===== src/logic/aicg_pkg.sv =====
// Package for the analog input clamp and gain control block
package aicg_pkg;
  localparam int AICG_CHANNELS = 4;
  localparam int AICG_SAMPLE_W = 9;
  localparam int AICG_GAIN_W = 9;
  // Signal type selection per channel
  typedef enum logic [2:0] {
    AICG_SIG_LUMA,
    AICG_SIG_CHROMA,
    AICG_SIG_COMP_Y,
    AICG_SIG_COMP_DIFF,
    AICG_SIG_RGB
  } aicg_sig_t;
  // Clamp target codes
  localparam logic [8:0] AICG_CLAMP_LUMA = 9'h078;
  localparam logic [8:0] AICG_CLAMP_CHROMA = 9'h100;
  localparam logic [8:0] AICG_CLAMP_COMP_Y = 9'h020;
  localparam logic [8:0] AICG_CLAMP_COMP_DIFF = 9'h100;
  localparam logic [8:0] AICG_CLAMP_RGB = 9'h020;
  // Gain loop and filter figures
  localparam logic [8:0] AICG_SYNC_TARGET = 9'h010;
  localparam logic [8:0] AICG_WHITE_LIMIT = 9'h1f8;
  localparam logic [8:0] AICG_GAIN_RESET = 9'h100;
  localparam logic [7:0] AICG_FILT_RESET = 8'h00;
  // Clamp decision toward the analog side
  typedef struct packed {
    logic up;
    logic down;
  } aicg_clamp_t;
endpackage


===== src/logic/aicg_clamp_chan.sv =====
// One channel clamp comparator
`timescale 1ns/1ps
module aicg_clamp_chan
  import aicg_pkg::*;
(
  input wire logic clk_sys,
  input wire logic reset,
  input wire logic [AICG_SAMPLE_W-1:0] sample,
  input wire aicg_sig_t sig_type,
  input wire logic clamp_en,
  output aicg_clamp_t clamp_r
);
  typedef struct packed {
    aicg_clamp_t clamp;
  } aicg_cc_state_t;
  aicg_cc_state_t st_r, st_nxt;
  logic [AICG_SAMPLE_W-1:0] target;

  always_comb begin
    unique case (sig_type)
      AICG_SIG_LUMA: target = AICG_CLAMP_LUMA;
      AICG_SIG_CHROMA: target = AICG_CLAMP_CHROMA;
      AICG_SIG_COMP_Y: target = AICG_CLAMP_COMP_Y;
      AICG_SIG_COMP_DIFF: target = AICG_CLAMP_COMP_DIFF;
      AICG_SIG_RGB: target = AICG_CLAMP_RGB;
      default: target = AICG_CLAMP_LUMA;
    endcase
  end

  // Next decision; idle outside the window so the capacitor simply holds
  always_comb begin
    st_nxt = '0;
    if (clamp_en) begin
      st_nxt.clamp.up = sample < target;
      st_nxt.clamp.down = sample > target;
    end
  end

  // State register
  always_ff @(posedge clk_sys) begin
    if (reset) begin
      st_r <= '0;
    end else begin
      st_r <= st_nxt;
    end
  end
  assign clamp_r = st_r.clamp;
endmodule


===== src/logic/aicg_top.sv =====
// Clamp and gain control loops for four video converter channels
// Behaviour
// - Gain and clamp adjustments hold still through vertical blanking.
// - Clamp targets: luma 120, chroma 256, comp Y 32, diff 256, RGB 32.
// - Per channel comparator yields clamp up or down against its target.
// - Clamp corrections only while the horizontal clamp pulse is high.
// - Static gains per amplifier, or one chosen amplifier under automatic gain.
// - Automatic gain fits luma or composite amplitude to converter range.
// - Component channels never use automatic gain, only programmed gain.
// - Automatic gain latches the sync level during sync bottom and updates only at line start.
// - White peak near converter top lowers the automatic gain.
// - Filter tuning follows the measured line-locked sample clock rate.
// - Four 9-bit sample streams pass on to the decimation filter.
`timescale 1ns/1ps
module aicg_top
  import aicg_pkg::*;
#(
  parameter int CHANNELS = AICG_CHANNELS,
  parameter int FILT_W = 8
) (
  input wire logic clk_sys,
  input wire logic reset,
  input wire logic [CHANNELS*AICG_SAMPLE_W-1:0] adc_samples,
  input wire logic [CHANNELS*3-1:0] sig_types,
  input wire logic [CHANNELS*AICG_GAIN_W-1:0] static_gains,
  input wire logic agc_enable,
  input wire logic [1:0] agc_channel,
  input wire logic horizontal_clamp_pulse,
  input wire logic sync_bottom,
  input wire logic vertical_blank,
  input wire logic line_start,
  input wire logic [FILT_W-1:0] clocks_per_line,
  output logic [CHANNELS*AICG_SAMPLE_W-1:0] decimation_filter_samples,
  output logic [CHANNELS-1:0] clamp_up,
  output logic [CHANNELS-1:0] clamp_down,
  output logic [CHANNELS*AICG_GAIN_W-1:0] amp_gains,
  output logic [FILT_W-1:0] filter_tune
);
  // State of the block apart from the clamp decisions, registered in one place
  typedef struct packed {
    // Sample word handed on, one cycle late
    logic [CHANNELS*AICG_SAMPLE_W-1:0] df;
    // Gain words on the amplifier pins
    logic [CHANNELS*AICG_GAIN_W-1:0] gains;
    // Shared automatic gain register and its per line evidence
    logic [AICG_GAIN_W-1:0] agc_gain;
    logic meas_valid;
    logic meas_above;
    logic peak_seen;
    // Filter tuning word
    logic [FILT_W-1:0] filt;
  } aicg_state_t;
  aicg_state_t st_r, st_nxt;

  // Width of one signal type code as packed into sig_types
  localparam int SIG_W = $bits(aicg_sig_t);

  // State after reset: gains start mid scale, all evidence flags clear
  localparam aicg_state_t ST_RESET = '{
    df: '0,
    gains: {CHANNELS{AICG_GAIN_RESET}},
    agc_gain: AICG_GAIN_RESET,
    meas_valid: 1'b0,
    meas_above: 1'b0,
    peak_seen: 1'b0,
    filt: FILT_W'(AICG_FILT_RESET)
  };

  // Per channel views of the packed input buses
  logic [AICG_SAMPLE_W-1:0] sample_chan [CHANNELS];
  logic [AICG_GAIN_W-1:0] static_gain_chan [CHANNELS];
  aicg_sig_t sig_chan [CHANNELS];
  aicg_clamp_t clamp_chan [CHANNELS];

  // Loop qualifiers, all combinational from this cycle's inputs
  logic loop_live;
  logic clamp_en;
  logic meas_now;
  logic peak_now;
  logic step_now;

  // Automatic gain channel selection and step decision
  logic [AICG_SAMPLE_W-1:0] agc_sample;
  aicg_sig_t agc_type;
  logic agc_allowed;
  logic agc_at_top;
  logic agc_at_floor;
  logic step_up;
  logic step_down;

  // Split the packed buses so every later use indexes by channel
  // Slicing the wide bus at every use would repeat the index arithmetic
  for (genvar i = 0; i < CHANNELS; i++) begin : g_split
    assign sample_chan[i] = adc_samples[i*AICG_SAMPLE_W +: AICG_SAMPLE_W];
    assign static_gain_chan[i] = static_gains[i*AICG_GAIN_W +: AICG_GAIN_W];
    // Codes 5 to 7 fall back to the luma target inside the comparator
    assign sig_chan[i] = aicg_sig_t'(sig_types[i*SIG_W +: SIG_W]);
  end

  // loops live outside blanking
  // Vertical blanking carries no usable porch or sync, so every loop waits
  assign loop_live = !vertical_blank;

  assign clamp_en = horizontal_clamp_pulse && loop_live;

  // Clamp comparators, one per channel
  // Each keeps its own registered decision so the pins come straight from flops
  // Limitation: the correction rate is set by the analog charge pump, not here
  for (genvar i = 0; i < CHANNELS; i++) begin : g_clamp
    aicg_clamp_chan u_clamp (
      .clk_sys(clk_sys),
      .reset(reset),
      .sample(sample_chan[i]),
      .sig_type(sig_chan[i]),
      .clamp_en(clamp_en),
      .clamp_r(clamp_chan[i])
    );
    assign clamp_up[i] = clamp_chan[i].up;
    assign clamp_down[i] = clamp_chan[i].down;
  end

  // Channel that the automatic loop watches
  // Only one channel runs automatically; moving agc_channel carries the
  // shared gain register over to the new channel at once
  assign agc_sample = sample_chan[agc_channel];
  assign agc_type = sig_chan[agc_channel];

  // component sources stay manual
  // Composite shares the luma code, so only that code may run automatically
  assign agc_allowed = agc_enable && (agc_type == AICG_SIG_LUMA);

  assign meas_now = loop_live && sync_bottom;

  assign peak_now = loop_live && (agc_sample >= AICG_WHITE_LIMIT);

  // one step per line
  // Stepping once per line keeps the loop slow against noise on a single sample
  assign step_now = loop_live && line_start;

  // Gain end stops; the loop saturates rather than wrapping
  // A wrap would throw the amplifier from one end of its range to the other
  assign agc_at_top = (st_r.agc_gain == '1);
  assign agc_at_floor = (st_r.agc_gain == '0);

  // sync above target means too little amplitude
  assign step_up = step_now && !st_r.peak_seen && st_r.meas_valid && st_r.meas_above && !agc_at_top;

  // peak wins over sync
  // A line with overshoot steps down unless the gain is at its floor, whatever the sync level said
  assign step_down = step_now && !agc_at_floor && (st_r.peak_seen || (st_r.meas_valid && !st_r.meas_above));

  // Timing of one automatic step: the sync level is latched in one cycle,
  // the gain register moves at the next line start, and the amplifier word
  // follows one cycle later; blanking stalls every stage of that chain
  always_comb begin
    // Every field holds unless a branch below moves it
    st_nxt = st_r;

    st_nxt.df = adc_samples;

    // filter follows line rate
    // The rate figure is only trusted once per line, at its start
    if (line_start) begin
      st_nxt.filt = clocks_per_line;
    end

    // apply the step and start a new line
    // The clear comes first so that an event in the same cycle is kept
    if (step_now) begin
      st_nxt.meas_valid = 1'b0;
      st_nxt.peak_seen = 1'b0;
    end
    if (step_up) begin
      st_nxt.agc_gain = st_r.agc_gain + 1'b1;
    end else if (step_down) begin
      st_nxt.agc_gain = st_r.agc_gain - 1'b1;
    end

    // latch the sync bottom level
    // The last sync sample of a line is the one that counts
    if (meas_now) begin
      st_nxt.meas_valid = 1'b1;
      st_nxt.meas_above = agc_sample > AICG_SYNC_TARGET;
    end

    if (peak_now) begin
      st_nxt.peak_seen = 1'b1;
    end

    // static gains, one automatic; hold in blanking
    if (loop_live) begin
      for (int i = 0; i < CHANNELS; i++) begin
        st_nxt.gains[i*AICG_GAIN_W +: AICG_GAIN_W] = static_gain_chan[i];
      end
      if (agc_allowed) begin
        st_nxt.gains[agc_channel*AICG_GAIN_W +: AICG_GAIN_W] = st_r.agc_gain;
      end
    end
  end

  // State register
  // Synchronous reset; every field takes its reset value on the same edge
  always_ff @(posedge clk_sys) begin
    if (reset) begin
      st_r <= ST_RESET;
    end else begin
      st_r <= st_nxt;
    end
  end

  // Outputs straight from the state flops
  // The amplifiers see a new gain one cycle after the loop decides it
  assign decimation_filter_samples = st_r.df;
  assign amp_gains = st_r.gains;
  assign filter_tune = st_r.filt;
endmodule


===== config.mk =====
export PLATFORM = sky130hd
export DESIGN_NAME = aicg_top
export DESIGN_NICKNAME = d
export VERILOG_FILES = /design/src/logic/aicg_pkg.sv /design/src/logic/aicg_clamp_chan.sv /design/src/logic/aicg_top.sv
export SDC_FILE = /design/constraint.sdc
export NUM_CORES = 1
export LEC_CHECK = 0
export BUFFER_PORTS_ARGS = -buffer_cell sky130_fd_sc_hd__buf_2
export CORE_ASPECT_RATIO = 0.9
export CORE_UTILIZATION = 50
export CTS_BUF_LIST = sky130_fd_sc_hd__clkbuf_4 sky130_fd_sc_hd__clkbuf_8
export DETAILED_ROUTE_END_ITERATION = 10
export HOLD_SLACK_MARGIN = 0.15
export PLACE_DENSITY = 0.85
export SETUP_SLACK_MARGIN = 0.5
export SYNTH_ARGS = -nofsm -noshare
export SYNTH_HDL_FRONTEND = slang
export SYNTH_SLANG_ARGS = --single-unit
export TNS_END_PERCENT = 30

===== constraint.sdc =====
create_clock -name clk_sys -period 3 [get_ports clk_sys]
set_input_delay 0 -clock clk_sys [delete_from_list [all_inputs] [get_ports clk_sys]]
set_output_delay 0 -clock clk_sys [all_outputs]
set_load 0.005 [all_outputs]

-- Word level (Yosys, flattened, before mapping)
Cells that the tools add are included.
- add/sub/neg operators: 3
- $mul: 1
- divide/modulo/power cells: 0
- order comparisons: 11
- equality and inequality tests: 17
- shifts and indexed selects: 2
- mux-type cells: 17
- bitwise gates (word level): 2
- reduce and logical (&&, ||, !) cells: 32
- operators with widths (operator ; count):
    case mux 9 bit (2 select lines) ; 4
    bitwise mux 36 bit ; 1
    greater-than comparator 9 bit ; 4
    less-than comparator 9 bit ; 4
    2-to-1 mux 36 bit ; 1
    2-to-1 mux 9 bit ; 4
    variable shift 9 x 34 -> 36 bit, first input constant ; 1
    variable part select 9 x 34 -> 36 bit ; 1
    negator 6 -> 34 bit ; 1
    == test 3 x 2 -> 1 bit, second input constant ; 8
    binary-select mux 9 bit (select 2 bit) ; 1
    OR reduction 2 bit ; 9
    == test 3 x 1 -> 1 bit, second input constant ; 4
    == test 3 bit, second input constant ; 4
    logical AND 1 bit ; 12
    adder 9 x 1 -> 9 bit, second input constant ; 1
    == test 9 bit, second input constant ; 1
    >= comparator 9 bit, second input constant ; 1
    greater-than comparator 9 x 5 -> 1 bit, second input constant ; 1
    zero test 9 bit ; 1
    subtractor 9 x 1 -> 9 bit, second input constant ; 1
    binary-select mux 3 bit (select 2 bit) ; 1
    multiplier 2 x 4 -> 6 bit, second input constant ; 1
    2-to-1 mux 3 bit ; 2
    9 further kinds ; 16
- register bits: 100
- bits in latches: 0
- bits in writable memories: 0
- memory bits (read-only): 0
- memories kept: 0

-- Depth between registers and ports, before layout
Gate-level depths: netlist (run 1).
- word-level depth: 7
- depth in mapped cells: 13
- gate-level depth less buffers: 11

-- By module
Synthesis (run 1) repeated with hierarchy kept, for this count alone.
- cells, all modules: 671
- area total of the unflattened synthesis: 5880.6 um^2
- by module, submodules not included (module ; instances ; cells an instance ; area each (um^2) ; seq. area each (um^2)):
    aicg_top ; 1 ; 571 ; 5024.8 ; 1841.8
    aicg_clamp_chan ; 4 ; 25 ; 214.0 ; 40.0

-- Worst setup path before layout (run 1)
OpenSTA, ideal clock, no wires.
- path kind: flip-flop to flip-flop
- start point: register st_r[11] in the netlist's numbering
- end point: register st_r[19] in the netlist's numbering
- setup time: 0.133 ns
- arrival time: 2.640 ns
- path slack: 0.227 ns
- cell stages (with the launch flop): 13
- cells stage by stage: dfxtp_1 > clkbuf_1 > nand3_1 > nor3_1 > or4_1 > buf_2 > ha_1 > nor2b_1 > o31a_1 > o31ai_1 > o2bb2ai_1 > nor4bb_1 > a311oi_1
- cells in the longest elaborated chain, start to end: 5
- elaborated cells between the ends (all ways): 12
- those cells by class: 2 x add/sub; 1 x eq/ne; 2 x mux; 7 x reduce/logical
- RTL lines (what ; line ; text):
    start, declared ; aicg_top.sv:53 ; aicg_state_t st_r, st_nxt;
    start signal, assigned ; aicg_top.sv:207 ; st_r <= st_nxt;
    parallel branches: the longest is 5 deep, another holds subtractor 9 x 1 -> 9 bit ; n/a ;
Several ways; the timed one is not identified. The select of a mux whose other input is x is not followed.
A chain may end at the register's enable or synchronous reset.

-- Worst setup path after layout (run 1)
- start point: register st_r[19] in the netlist's numbering
- end point: register st_r[18] in the netlist's numbering
- cells in the longest elaborated chain, start to end: 5
- elaborated cells between the ends (all ways): 9
- those cells by class: 1 x eq/ne; 1 x mux; 7 x reduce/logical
- RTL lines (what ; line ; text):
    zero test 9 bit ; aicg_top.sv:143 ; assign agc_at_floor = (st_r.agc_gain == '0);
    zero test 1 bit ; aicg_top.sv:150 ; assign step_down = step_now && !agc_at_floor && (st_r.peak_seen || (st_r.meas_valid && !st_r.meas_above));
    logical AND 1 bit (2 in series) ; aicg_top.sv:150 ;
    nonzero test 2 bit (no source line) ; n/a ;
Several ways; a longest one is shown, not always the timed one.

==> results of run 1 <==
cell type report:
| class | count | area (sq um) |
|---|---|---|
| Sequential cell | 100 | 2006 |
| Clock inverter | 7 | 73.82 |
| Fill cell | 803 | 3531 |
| Multi-Input combinational cell | 383 | 2935 |
| Clock buffer | 9 | 123.9 |
| Inverter | 23 | 86.33 |
| Timing Repair Buffer | 305 | 2090 |
| Tap cell | 152 | 190.2 |
flip-flops by register name, indices dropped and copies added, names as in the netlist:
register,flops
amp_gains,36
g_clamp.u_clamp.clamp_r,8
st_r,12
filter_tune,8
decimation_filter_samples,36
metrics by stage:
step                hold WS (ns)  power, mW  setup slack (ns)
floorplan                 0.1282      1.908            0.4935
global placement          0.2275      2.035            0.3047
detailed placement        0.2322      2.050            0.2191
CTS                       0.1770      3.011            0.4115
global route              0.2239      3.169            0.2942
finish                    0.1823      3.035            0.4280
synth_stat cells (2+ instances only):
cell,number,area (sq um)
a2111oi_2,32,480.5
a211oi_1,5,37.54
a21oi_1,48,240.2
a311oi_1,2,17.52
a31oi_1,3,18.77
and3_1,6,37.54
buf_2,2,10.01
buf_4,82,615.6
buf_6,8,90.09
clkbuf_1,24,90.09
dfxtp_1,100,2002
ha_1,32,400.4
inv_1,22,82.58
mux2i_1,13,130.1
mux4_2,7,157.7
nand2_1,18,67.56
nand2b_1,2,12.51
nand3_1,4,20.02
nand4_1,3,18.77
nor2_1,40,150.1
nor2b_1,74,462.9
nor3_1,43,215.2
nor3_2,2,20.02
nor4_1,2,12.51
o21a_1,4,30.03
o21ai_0,7,35.03
o21ai_1,4,20.02
o221ai_1,2,17.52
or4_1,2,15.01
xnor2_1,7,61.31
xor2_1,2,17.52
worst paths after layout:
kind | startpoint | to | slack [ns] | cells past startpoint
worst max-delay path | st_r[19] | st_r[18] | 0.43 | 10
worst min-delay path | sig_types[8] | g_clamp[2].u_clamp.clamp_r[1] | 0.18 | 6
worst max register to register | st_r[19] | st_r[18] | 0.43 | 10
worst min register to register | st_r[8] | st_r[8] | 0.48 | 2
routing by layer:
metal	vias to the layer above	share of wire, %
met5	-	0
met4	0	3.8
met3	65	7.0
met2	276	50
met1	2492	39
li1	2509	-
power breakdown:
group	internal (mW)	switching [mW]	total (mW)	leakage [nW]
Sequential	1.40	0.0368	1.44	0.829
Clock	0.325	0.535	0.860	0.0972
Combinational	0.376	0.357	0.733	2.43
logic make-up (layout without fill, tap and decap cells):
logic type	count (synthesis)	in the layout	synth area share, %
flip-flops	100	100	34.70
adder cells (fa/ha/maj)	33	33	7.287
AND/OR/NAND/NOR	204	204	19.17
AO/OA/AOI/OAI	117	117	16.96
buffers and inverters	140	344	15.53
multiplexers	20	20	4.988
XOR/XNOR	9	9	1.366
worst register-to-register path, cell delays in order (launching register included):
cell and delay [ns]:
dfxtp_2 0.39, nand3_1 0.10, nor3_1 0.05, or4_4 0.51, ha_1 0.31, a21o_1 0.19
a41oi_1 0.21, o21ai_0 0.19, o22ai_1 0.23, xor2_1 0.08, a211oi_1 0.22
timing repair:
item	in CTS	in global routing
hold buffers	107	0
gates resized for setup	6	2
endpoints found under the setup margin	4	4
gates cloned	0	0
endpoints found under the hold margin	93	0
==> results by group, run 1 <==
Final layout
  • Fin cells: 979
  • Utilization after layout: between 60% and 70%
  • Cell area after layout: between 0.007 and 0.008 sq mm
  • Most frequent cells in the layout: buf_2 (187), dlygate4sd3_1 (107), dfxtp_1 (97), nor2b_1 (74), a21oi_1 (48)
  • Final-stage net count: ~960
  • Antenna cells: 0
  • Share of cells above drive strength 1: 32.41%
  • Layout Area Growth over Synthesis: 30.08%
  • Most common cell after layout, fill and taps aside: buf_2

Timing
  • Peak Freq: 388.8 MHz
  • Shortest period the worst path allows: approximately 2.6 ns
  • Final Skew: roughly 0.016 ns
  • Final worst path period share: ~86%
  • Max-slew violations: 0
  • Slew margin rel.: 41.92%
  • RSZ-0062 raised after global routing: yes
  • Tightest Pin Transition: slightly below 0.9 ns
  • Fin. Hold Viols: 0
  • Setup TNS: 0 ns
  • Final setup viols: 0

Synthesis
  • Seq cells post-synth: 100
  • Synth async-reset ratio: 0%
  • Synthesized area: ~0.0058 sq mm
  • Syn avg cell area: about 9.3 sq um
  • Count of unique library cells instantiated by Yosys: 52
  • Yosys warns: 0
  • Ys flop type: dfxtp_1
  • Mapped Nets: 757
  • EDFF count, synth: 0
  • Seq/Total Area, Yosys: 34.70%
  • Cells after Synth: 623

Drt
  • Drt total wl: 16.85 mm
  • Remaining DRCs: 0
  • Via count: 5342
  • Drt first pass iters: 5
  • Avg WL per Cell: roughly 17 microns
  • Remaining antenna violation count after routing: 0
  • Iteration-0 DRC Markers: 542
  • Vias per Instance: between 5 and 6

Global route
  • All-Layer GR Usage: roughly 28%
  • Grt peak-use layer: met2
  • GRT met3 Usage: under 10%
  • Met1 Usage GRT: between 30% and 40%
  • Largest net degree at the start of global routing: 101
  • Grt total ovfl: 0
  • Met2 GRT Util: 48.28%
  • Vias in the first global route: approximately 5200
  • Initial antenna violation count: 0
  • First-pass GRT wire length: between 20 and 30 mm

Clocking
  • Deepest clock path buffer count: 2
  • Clk sink count: 100
  • CTS root buf: clkbuf_8
  • Number of CTS-inserted buffers: 9
  • H-tree levels: 3
  • Setup Buffers After CTS: 0
  • CTS clock-pin slew for the worst setup and hold paths: 0.12 ns
  • Clk Latency, worst-skew pair: roughly 0.37 ns
  • CTS tree: done

Setup path
  • CP Max Fanout: 9
  • Crit path DAT: about 2.9 ns
  • CP peak stage delay: roughly 0.5 ns
  • Crit path kind: flop to flop
  • Critical path buffers and inverters: 0
  • WP data required: around 3.3 ns
  • CP Cell Sequence: nand3_1, nor3_1, or4_4, ha_1, a21o_1, a41oi_1, o21ai_0, o22ai_1, xor2_1, a211oi_1
  • Nature of the critical path startpoint: flop
  • Crit. End Element: flop
  • Critical-path top delay cell: or4_4
  • Critical path's top delay family: compound AO/OA/AOI/OAI gates

Worst hold path
  • Hold Path Class: input port to flop

Floorplan
  • Ports: 189
  • # rows: 36
  • Die Ht: 103.9 microns
  • DIE AREA: between 0.01 and 0.015 sq mm
  • Die W: about 120 microns
  • Core Box Area: between 0.01 and 0.015 sq mm
  • Starting Density: a little over half

Power and ir drop
  • Power Density: between 400 and 500 mW/mm^2
  • LEAKAGE: approximately 3.4 nW
  • Max VDD drop: around 0.26 mV

Placement
  • RePlAce Congestion: 0.9296
  • Dpl hpwl: just over 10 mm
  • Placed cells: between 800 and 900
  • I/O Buffers: between 150 and 200
  • Area after DPL: slightly above 0.006 sq mm

Flow run
  • MaxCap Viol Count: 0

Status
  • Status: finished clean
Note: power is estimated with default switching activity, not from simulation.
==> inputs of run 2 (changes only) <==
--- a/config.mk
+++ b/config.mk
@@ -6,12 +6,14 @@
 export NUM_CORES = 1
 export LEC_CHECK = 0
 export BUFFER_PORTS_ARGS = -buffer_cell sky130_fd_sc_hd__buf_2
+export CELL_PAD_IN_SITES_DETAIL_PLACEMENT = 2
+export CELL_PAD_IN_SITES_GLOBAL_PLACEMENT = 2
 export CORE_ASPECT_RATIO = 0.9
-export CORE_UTILIZATION = 50
+export CORE_UTILIZATION = 31
 export CTS_BUF_LIST = sky130_fd_sc_hd__clkbuf_4 sky130_fd_sc_hd__clkbuf_8
 export DETAILED_ROUTE_END_ITERATION = 10
 export HOLD_SLACK_MARGIN = 0.15
-export PLACE_DENSITY = 0.85
+export PLACE_DENSITY = 0.89
 export SETUP_SLACK_MARGIN = 0.5
 export SYNTH_ARGS = -nofsm -noshare
 export SYNTH_HDL_FRONTEND = slang
==> results by group, run 2 (synthesis results as in run 1) <==
Status
  • Status: finished clean

Clocking
  • Clk sink count: 100
  • Deepest clock path buffer count: 2
  • Clk Latency, worst-skew pair: 0.41 ns
  • CTS clock-pin slew for the worst setup and hold paths: ~0.12 ns
  • CTS root buf: clkbuf_8
  • H-tree levels: 3
  • CTS tree: done
  • Number of CTS-inserted buffers: 9

Floorplan
  • Die W: 145.8 microns
  • Starting Density: between 30 and 40%
  • DIE AREA: 0.01916 sq mm
  • Core Box Area: 0.01790 sq mm
  • # rows: between 40 and 50
  • Ports: 189
  • Die Ht: 131.4 microns

Setup path
  • Critical-path top delay cell: or4_4
  • Crit path DAT: ~3.2 ns
  • Nature of the critical path startpoint: flop
  • Critical path buffers and inverters: 1
  • Critical path's top delay family: compound AO/OA/AOI/OAI gates
  • CP Max Fanout: 6
  • WP data required: 3.26 ns
  • CP Cell Sequence: nand2_1, or4_4, buf_4, ha_4, a21o_1, a41oi_1, o21ai_1, o22ai_1, xor2_1, a211oi_2
  • Crit path kind: flop to flop
  • Crit. End Element: flop
  • CP peak stage delay: ~0.60 ns

Drt
  • Iteration-0 DRC Markers: just under 300
  • Remaining antenna violation count after routing: 0
  • Avg WL per Cell: ~24 microns
  • Drt first pass iters: 4
  • Via count: roughly 5700
  • Remaining DRCs: 0
  • Drt total wl: approximately 26 mm
  • Vias per Instance: approximately 5.2

Final layout
  • Utilization after layout: 43.57%
  • Share of cells above drive strength 1: between 30% and 40%
  • Final-stage net count: a little under 1000
  • Layout Area Growth over Synthesis: 35.18%
  • Cell area after layout: between 0.007 and 0.008 sq mm
  • Most frequent cells in the layout: buf_2 (187), dlygate4sd3_1 (108), dfxtp_1 (92), nor2b_1 (73), a21oi_1 (48)
  • Most common cell after layout, fill and taps aside: buf_2

Global route
  • Vias in the first global route: roughly 6400
  • Largest net degree at the start of global routing: 101
  • All-Layer GR Usage: between 20% and 30%
  • Initial antenna violation count: 1
  • First-pass GRT wire length: approximately 38 mm
  • Grt total ovfl: 0

Timing
  • Setup TNS: 0 ns
  • Peak Freq: 336.5 MHz
  • Fin. Hold Viols: 0
  • Final setup viols: 0
  • Final Skew: ~0.010 ns
  • Tightest Pin Transition: around 0.98 ns
  • Max-slew violations: 0
  • Final hold slack: around 0.22 ns
  • Shortest period the worst path allows: between 2 and 3 ns
  • Final worst path period share: 99.04%
  • Slew margin rel.: approximately 35%
  • RSZ-0062 raised after global routing: yes

Power and ir drop
  • Power Density: about 400 mW/mm^2
  • Max VDD drop: roughly 0.24 mV
  • LEAKAGE: 3.386 nW

Placement
  • Dpl hpwl: 14.47 mm
  • RePlAce Congestion: ~0.8
  • Area after DPL: ~0.0063 sq mm
  • I/O Buffers: about 190

Flow run
  • MaxCap Viol Count: 0

Worst hold path
  • Hold Path Class: input port to flop
[run 2: timing repair]
item,4_1_cts,5_1_grt
buffers inserted,4,6
hold endpoints to repair,93,0
endpoints found under the setup margin,5,10
hold buffers,108,0
pin swaps,5,13
gates resized for setup,7,22
[run 2: per-stage QoR]
| step | power (mW) | cells | setup slack, ns |
|---|---|---|---|
| finish | 3.155 | 1082 | 0.02866 |
| global route | 3.279 | 1082 | 0.01267 |
| CTS | 3.089 | 1074 | 0.3592 |
| detailed placement | 2.094 | 946 | 0.1444 |
| global placement | 2.060 | 946 | 0.2444 |
| floorplan | 1.908 | 623 | 0.4935 |
[run 2: layout make-up]
type	instances	area, sq um
multi-input cells	383	3004
fillers	1908	10100
well taps	240	300.3
flip-flops and latches	100	2014
repair buffers	318	2205
diodes	2	5.005
clock inverters	7	60.06
clock buffers	9	123.9
inverters	23	86.33
[run 2: tightest hold or removal path: cells and delay by family]
family                   cells  cell delay (ns)
AO/OA/AOI/OAI                1             0.06
AND/OR/NAND/NOR              2             0.20
buffers and inverters        2             0.18
adder cells (fa/ha/maj)      1             0.14
[run 2: final timing paths]
kind                            slack [ns]                       endpoint         start  cells after the start
worst max-delay path                  0.03                       st_r[18]       st_r[9]                     10
worst min register to register        0.51                        st_r[8]       st_r[8]                      2
worst max register to register        0.03                       st_r[18]       st_r[9]                     10
worst min-delay path                  0.22  g_clamp[1].u_clamp.clamp_r[1]  sig_types[5]                      6
[run 2: per-layer routing]
metal | track usage [%] | up-vias | routed length (microns) | part of all wire (%)
li1 | - | 2524 | - | -
met1 | 29.19 | 2857 | 10300 | 39
met2 | 49.10 | 221 | 13800 | 52
met3 | 4.514 | 73 | 1169 | 4.4
met4 | 11.11 | 0 | 1044 | 4.0
met5 | 0 | - | 0 | 0
[run 2: report_power, final]
group | switching (mW) | total, mW | internal [mW]
combinational | 0.437 | 0.831 | 0.394
sequential | 0.0441 | 1.45 | 1.41
clock | 0.561 | 0.875 | 0.313
total | 1.04 | 3.16 | 2.11
==> inputs of run 3 (changes only) <==
--- a/config.mk
+++ b/config.mk
@@ -13,9 +13,9 @@
 export CTS_BUF_LIST = sky130_fd_sc_hd__clkbuf_4 sky130_fd_sc_hd__clkbuf_8
 export DETAILED_ROUTE_END_ITERATION = 10
 export HOLD_SLACK_MARGIN = 0.15
-export PLACE_DENSITY = 0.89
+export PLACE_DENSITY = 0.95
+export REMOVE_ABC_BUFFERS = 1
 export SETUP_SLACK_MARGIN = 0.5
 export SYNTH_ARGS = -nofsm -noshare
 export SYNTH_HDL_FRONTEND = slang
 export SYNTH_SLANG_ARGS = --single-unit
-export TNS_END_PERCENT = 30
==> results by group, run 3 (synthesis results as in run 1) <==
Clocking
  • Clk sink count: 100
  • H-tree levels: 3
  • CTS clock-pin slew for the worst setup and hold paths: ~0.10 ns
  • Deepest clock path buffer count: 2
  • Clk Latency, worst-skew pair: a little over 0.4 ns
  • CTS root buf: clkbuf_8
  • Number of CTS-inserted buffers: 9
  • CTS tree: done

Final layout
  • Final-stage net count: just under 1000
  • Most common cell after layout, fill and taps aside: buf_2
  • Most frequent cells in the layout: buf_2 (187), dlygate4sd3_1 (99), dfxtp_1 (95), nor2b_1 (73), a21oi_1 (46)
  • Cell area after layout: around 0.0078 sq mm
  • Share of cells above drive strength 1: 36.94%
  • Layout Area Growth over Synthesis: 35.89%

Global route
  • Initial antenna violation count: 1
  • All-Layer GR Usage: 26.42%
  • Grt total ovfl: 0
  • First-pass GRT wire length: slightly below 40 mm
  • Largest net degree at the start of global routing: just over 90
  • Vias in the first global route: roughly 6500

Setup path
  • Critical-path top delay cell: or4_4
  • Crit path DAT: 2.96 ns
  • CP Cell Sequence: nand2_1, nor3_1, or4_4, buf_6, ha_4, o21a_1, o31a_1, o31ai_4, o2bb2ai_2, nor4bb_2, a311oi_1
  • Crit path kind: flop to flop
  • Critical path's top delay family: simple AND/OR/NAND/NOR gates
  • Crit. End Element: flop
  • WP data required: ~3.3 ns
  • Critical path buffers and inverters: 1
  • CP peak stage delay: roughly 0.5 ns
  • CP Max Fanout: 5
  • Nature of the critical path startpoint: flop

Flow run
  • MaxCap Viol Count: 0

Floorplan
  • Core Box Area: approximately 0.018 sq mm
  • DIE AREA: 0.01916 sq mm
  • Starting Density: between 30% and 40%
  • Ports: ~190
  • # rows: between 40 and 50
  • Die Ht: ~130 microns
  • Die W: about 150 microns

Placement
  • RePlAce Congestion: 0.8688
  • Area after DPL: about 0.0063 sq mm
  • I/O Buffers: about 190
  • Dpl hpwl: about 14 mm

Timing
  • Max-slew violations: 0
  • Final worst path period share: 88.57%
  • Peak Freq: roughly 380 MHz
  • Tightest Pin Transition: 0.9642 ns
  • Final setup viols: 0
  • Final Skew: between 0.02 and 0.025 ns
  • Setup TNS: 0 ns
  • RSZ-0062 raised after global routing: yes
  • Fin. Hold Viols: 0
  • Slew margin rel.: between 30% and 40%
  • Shortest period the worst path allows: about 2.7 ns

Status
  • Status: finished clean

Worst hold path
  • Hold Path Class: input port to flop

Drt
  • Via count: about 5600
  • Remaining DRCs: 0
  • Avg WL per Cell: 24.25 microns
  • Iteration-0 DRC Markers: around 250
  • Drt first pass iters: 4
  • Remaining antenna violation count after routing: 0
  • Vias per Instance: 5.215
  • Drt total wl: between 20 and 30 mm

Power and ir drop
  • Max VDD drop: roughly 0.18 mV
  • Power Density: approximately 420 mW/mm^2
  • LEAKAGE: about 3.4 nW
  • Total power draw: between 3 and 4 mW
==> run 3: worst register-to-register path: stages, from the launching register on <==
cell and delay, ns:
dfxtp_2 0.35, nand2_1 0.12, nor3_1 0.08, or4_4 0.51
buf_6 0.18, ha_4 0.28, o21a_1 0.14, o31a_1 0.26
o31ai_4 0.09, o2bb2ai_2 0.14, nor4bb_2 0.17, a311oi_1 0.25
==> run 3: cell type report <==
class / instances / area, sq um
multi-input combinational: 383 / 3048
inverter: 23 / 88.84
clock inverter: 6 / 71.32
fill: 1897 / 10060
timing repair buffer: 320 / 2190
sequential: 100 / 2008
tap: 240 / 300.3
antenna: 1 / 2.502
clock buffer: 10 / 131.4
==> run 3: per-layer routing <==
layer / track usage, % / vias up / part of all wire (%)
met5: 0 / - / 0
met4: 14.04 / 0 / 5.2
met3: 5.938 / 100 / 5.4
met2: 48.09 / 223 / 51
met1: 28.29 / 2788 / 38
li1: - / 2537 / -
==> run 3: report_power, final <==
group / internal, mW / switching, mW / leakage, nW
logic: 0.409 / 0.456 / 2.51
registers: 1.41 / 0.0412 / 0.830
clock network: 0.403 / 0.555 / 0.0969
==> run 3: final timing paths <==
path                                      from        endpoint  slack, ns  cells past startpoint
worst min-delay path            vertical_blank    amp_gains[1]       0.16                      4
worst max-delay path                  st_r[18]        st_r[19]       0.34                     11
worst min register to register  filter_tune[2]  filter_tune[2]       0.52                      2
worst max register to register        st_r[18]        st_r[19]       0.34                     11
==> run 3: timing repair <==
item	4_1_cts	5_1_grt
hold buffers	99	0
buffers inserted	9	10
pin swaps	12	16
resized for setup	19	17
setup endpoints to repair	4	6
hold endpoints to repair	92	0
==> run 3: through the flow <==
stage               utilization [%]  cells  setup slack (ns)  hold WS, ns
finish                        43.80   1083            0.3429       0.1584
global route                  43.80   1083            0.3097       0.1782
CTS                           42.84   1072            0.4234       0.1579
detailed placement            35.24    948           0.09707       0.2394
global placement              35.24    948            0.2252       0.2296
floorplan                         -    506            0.2265      0.06669
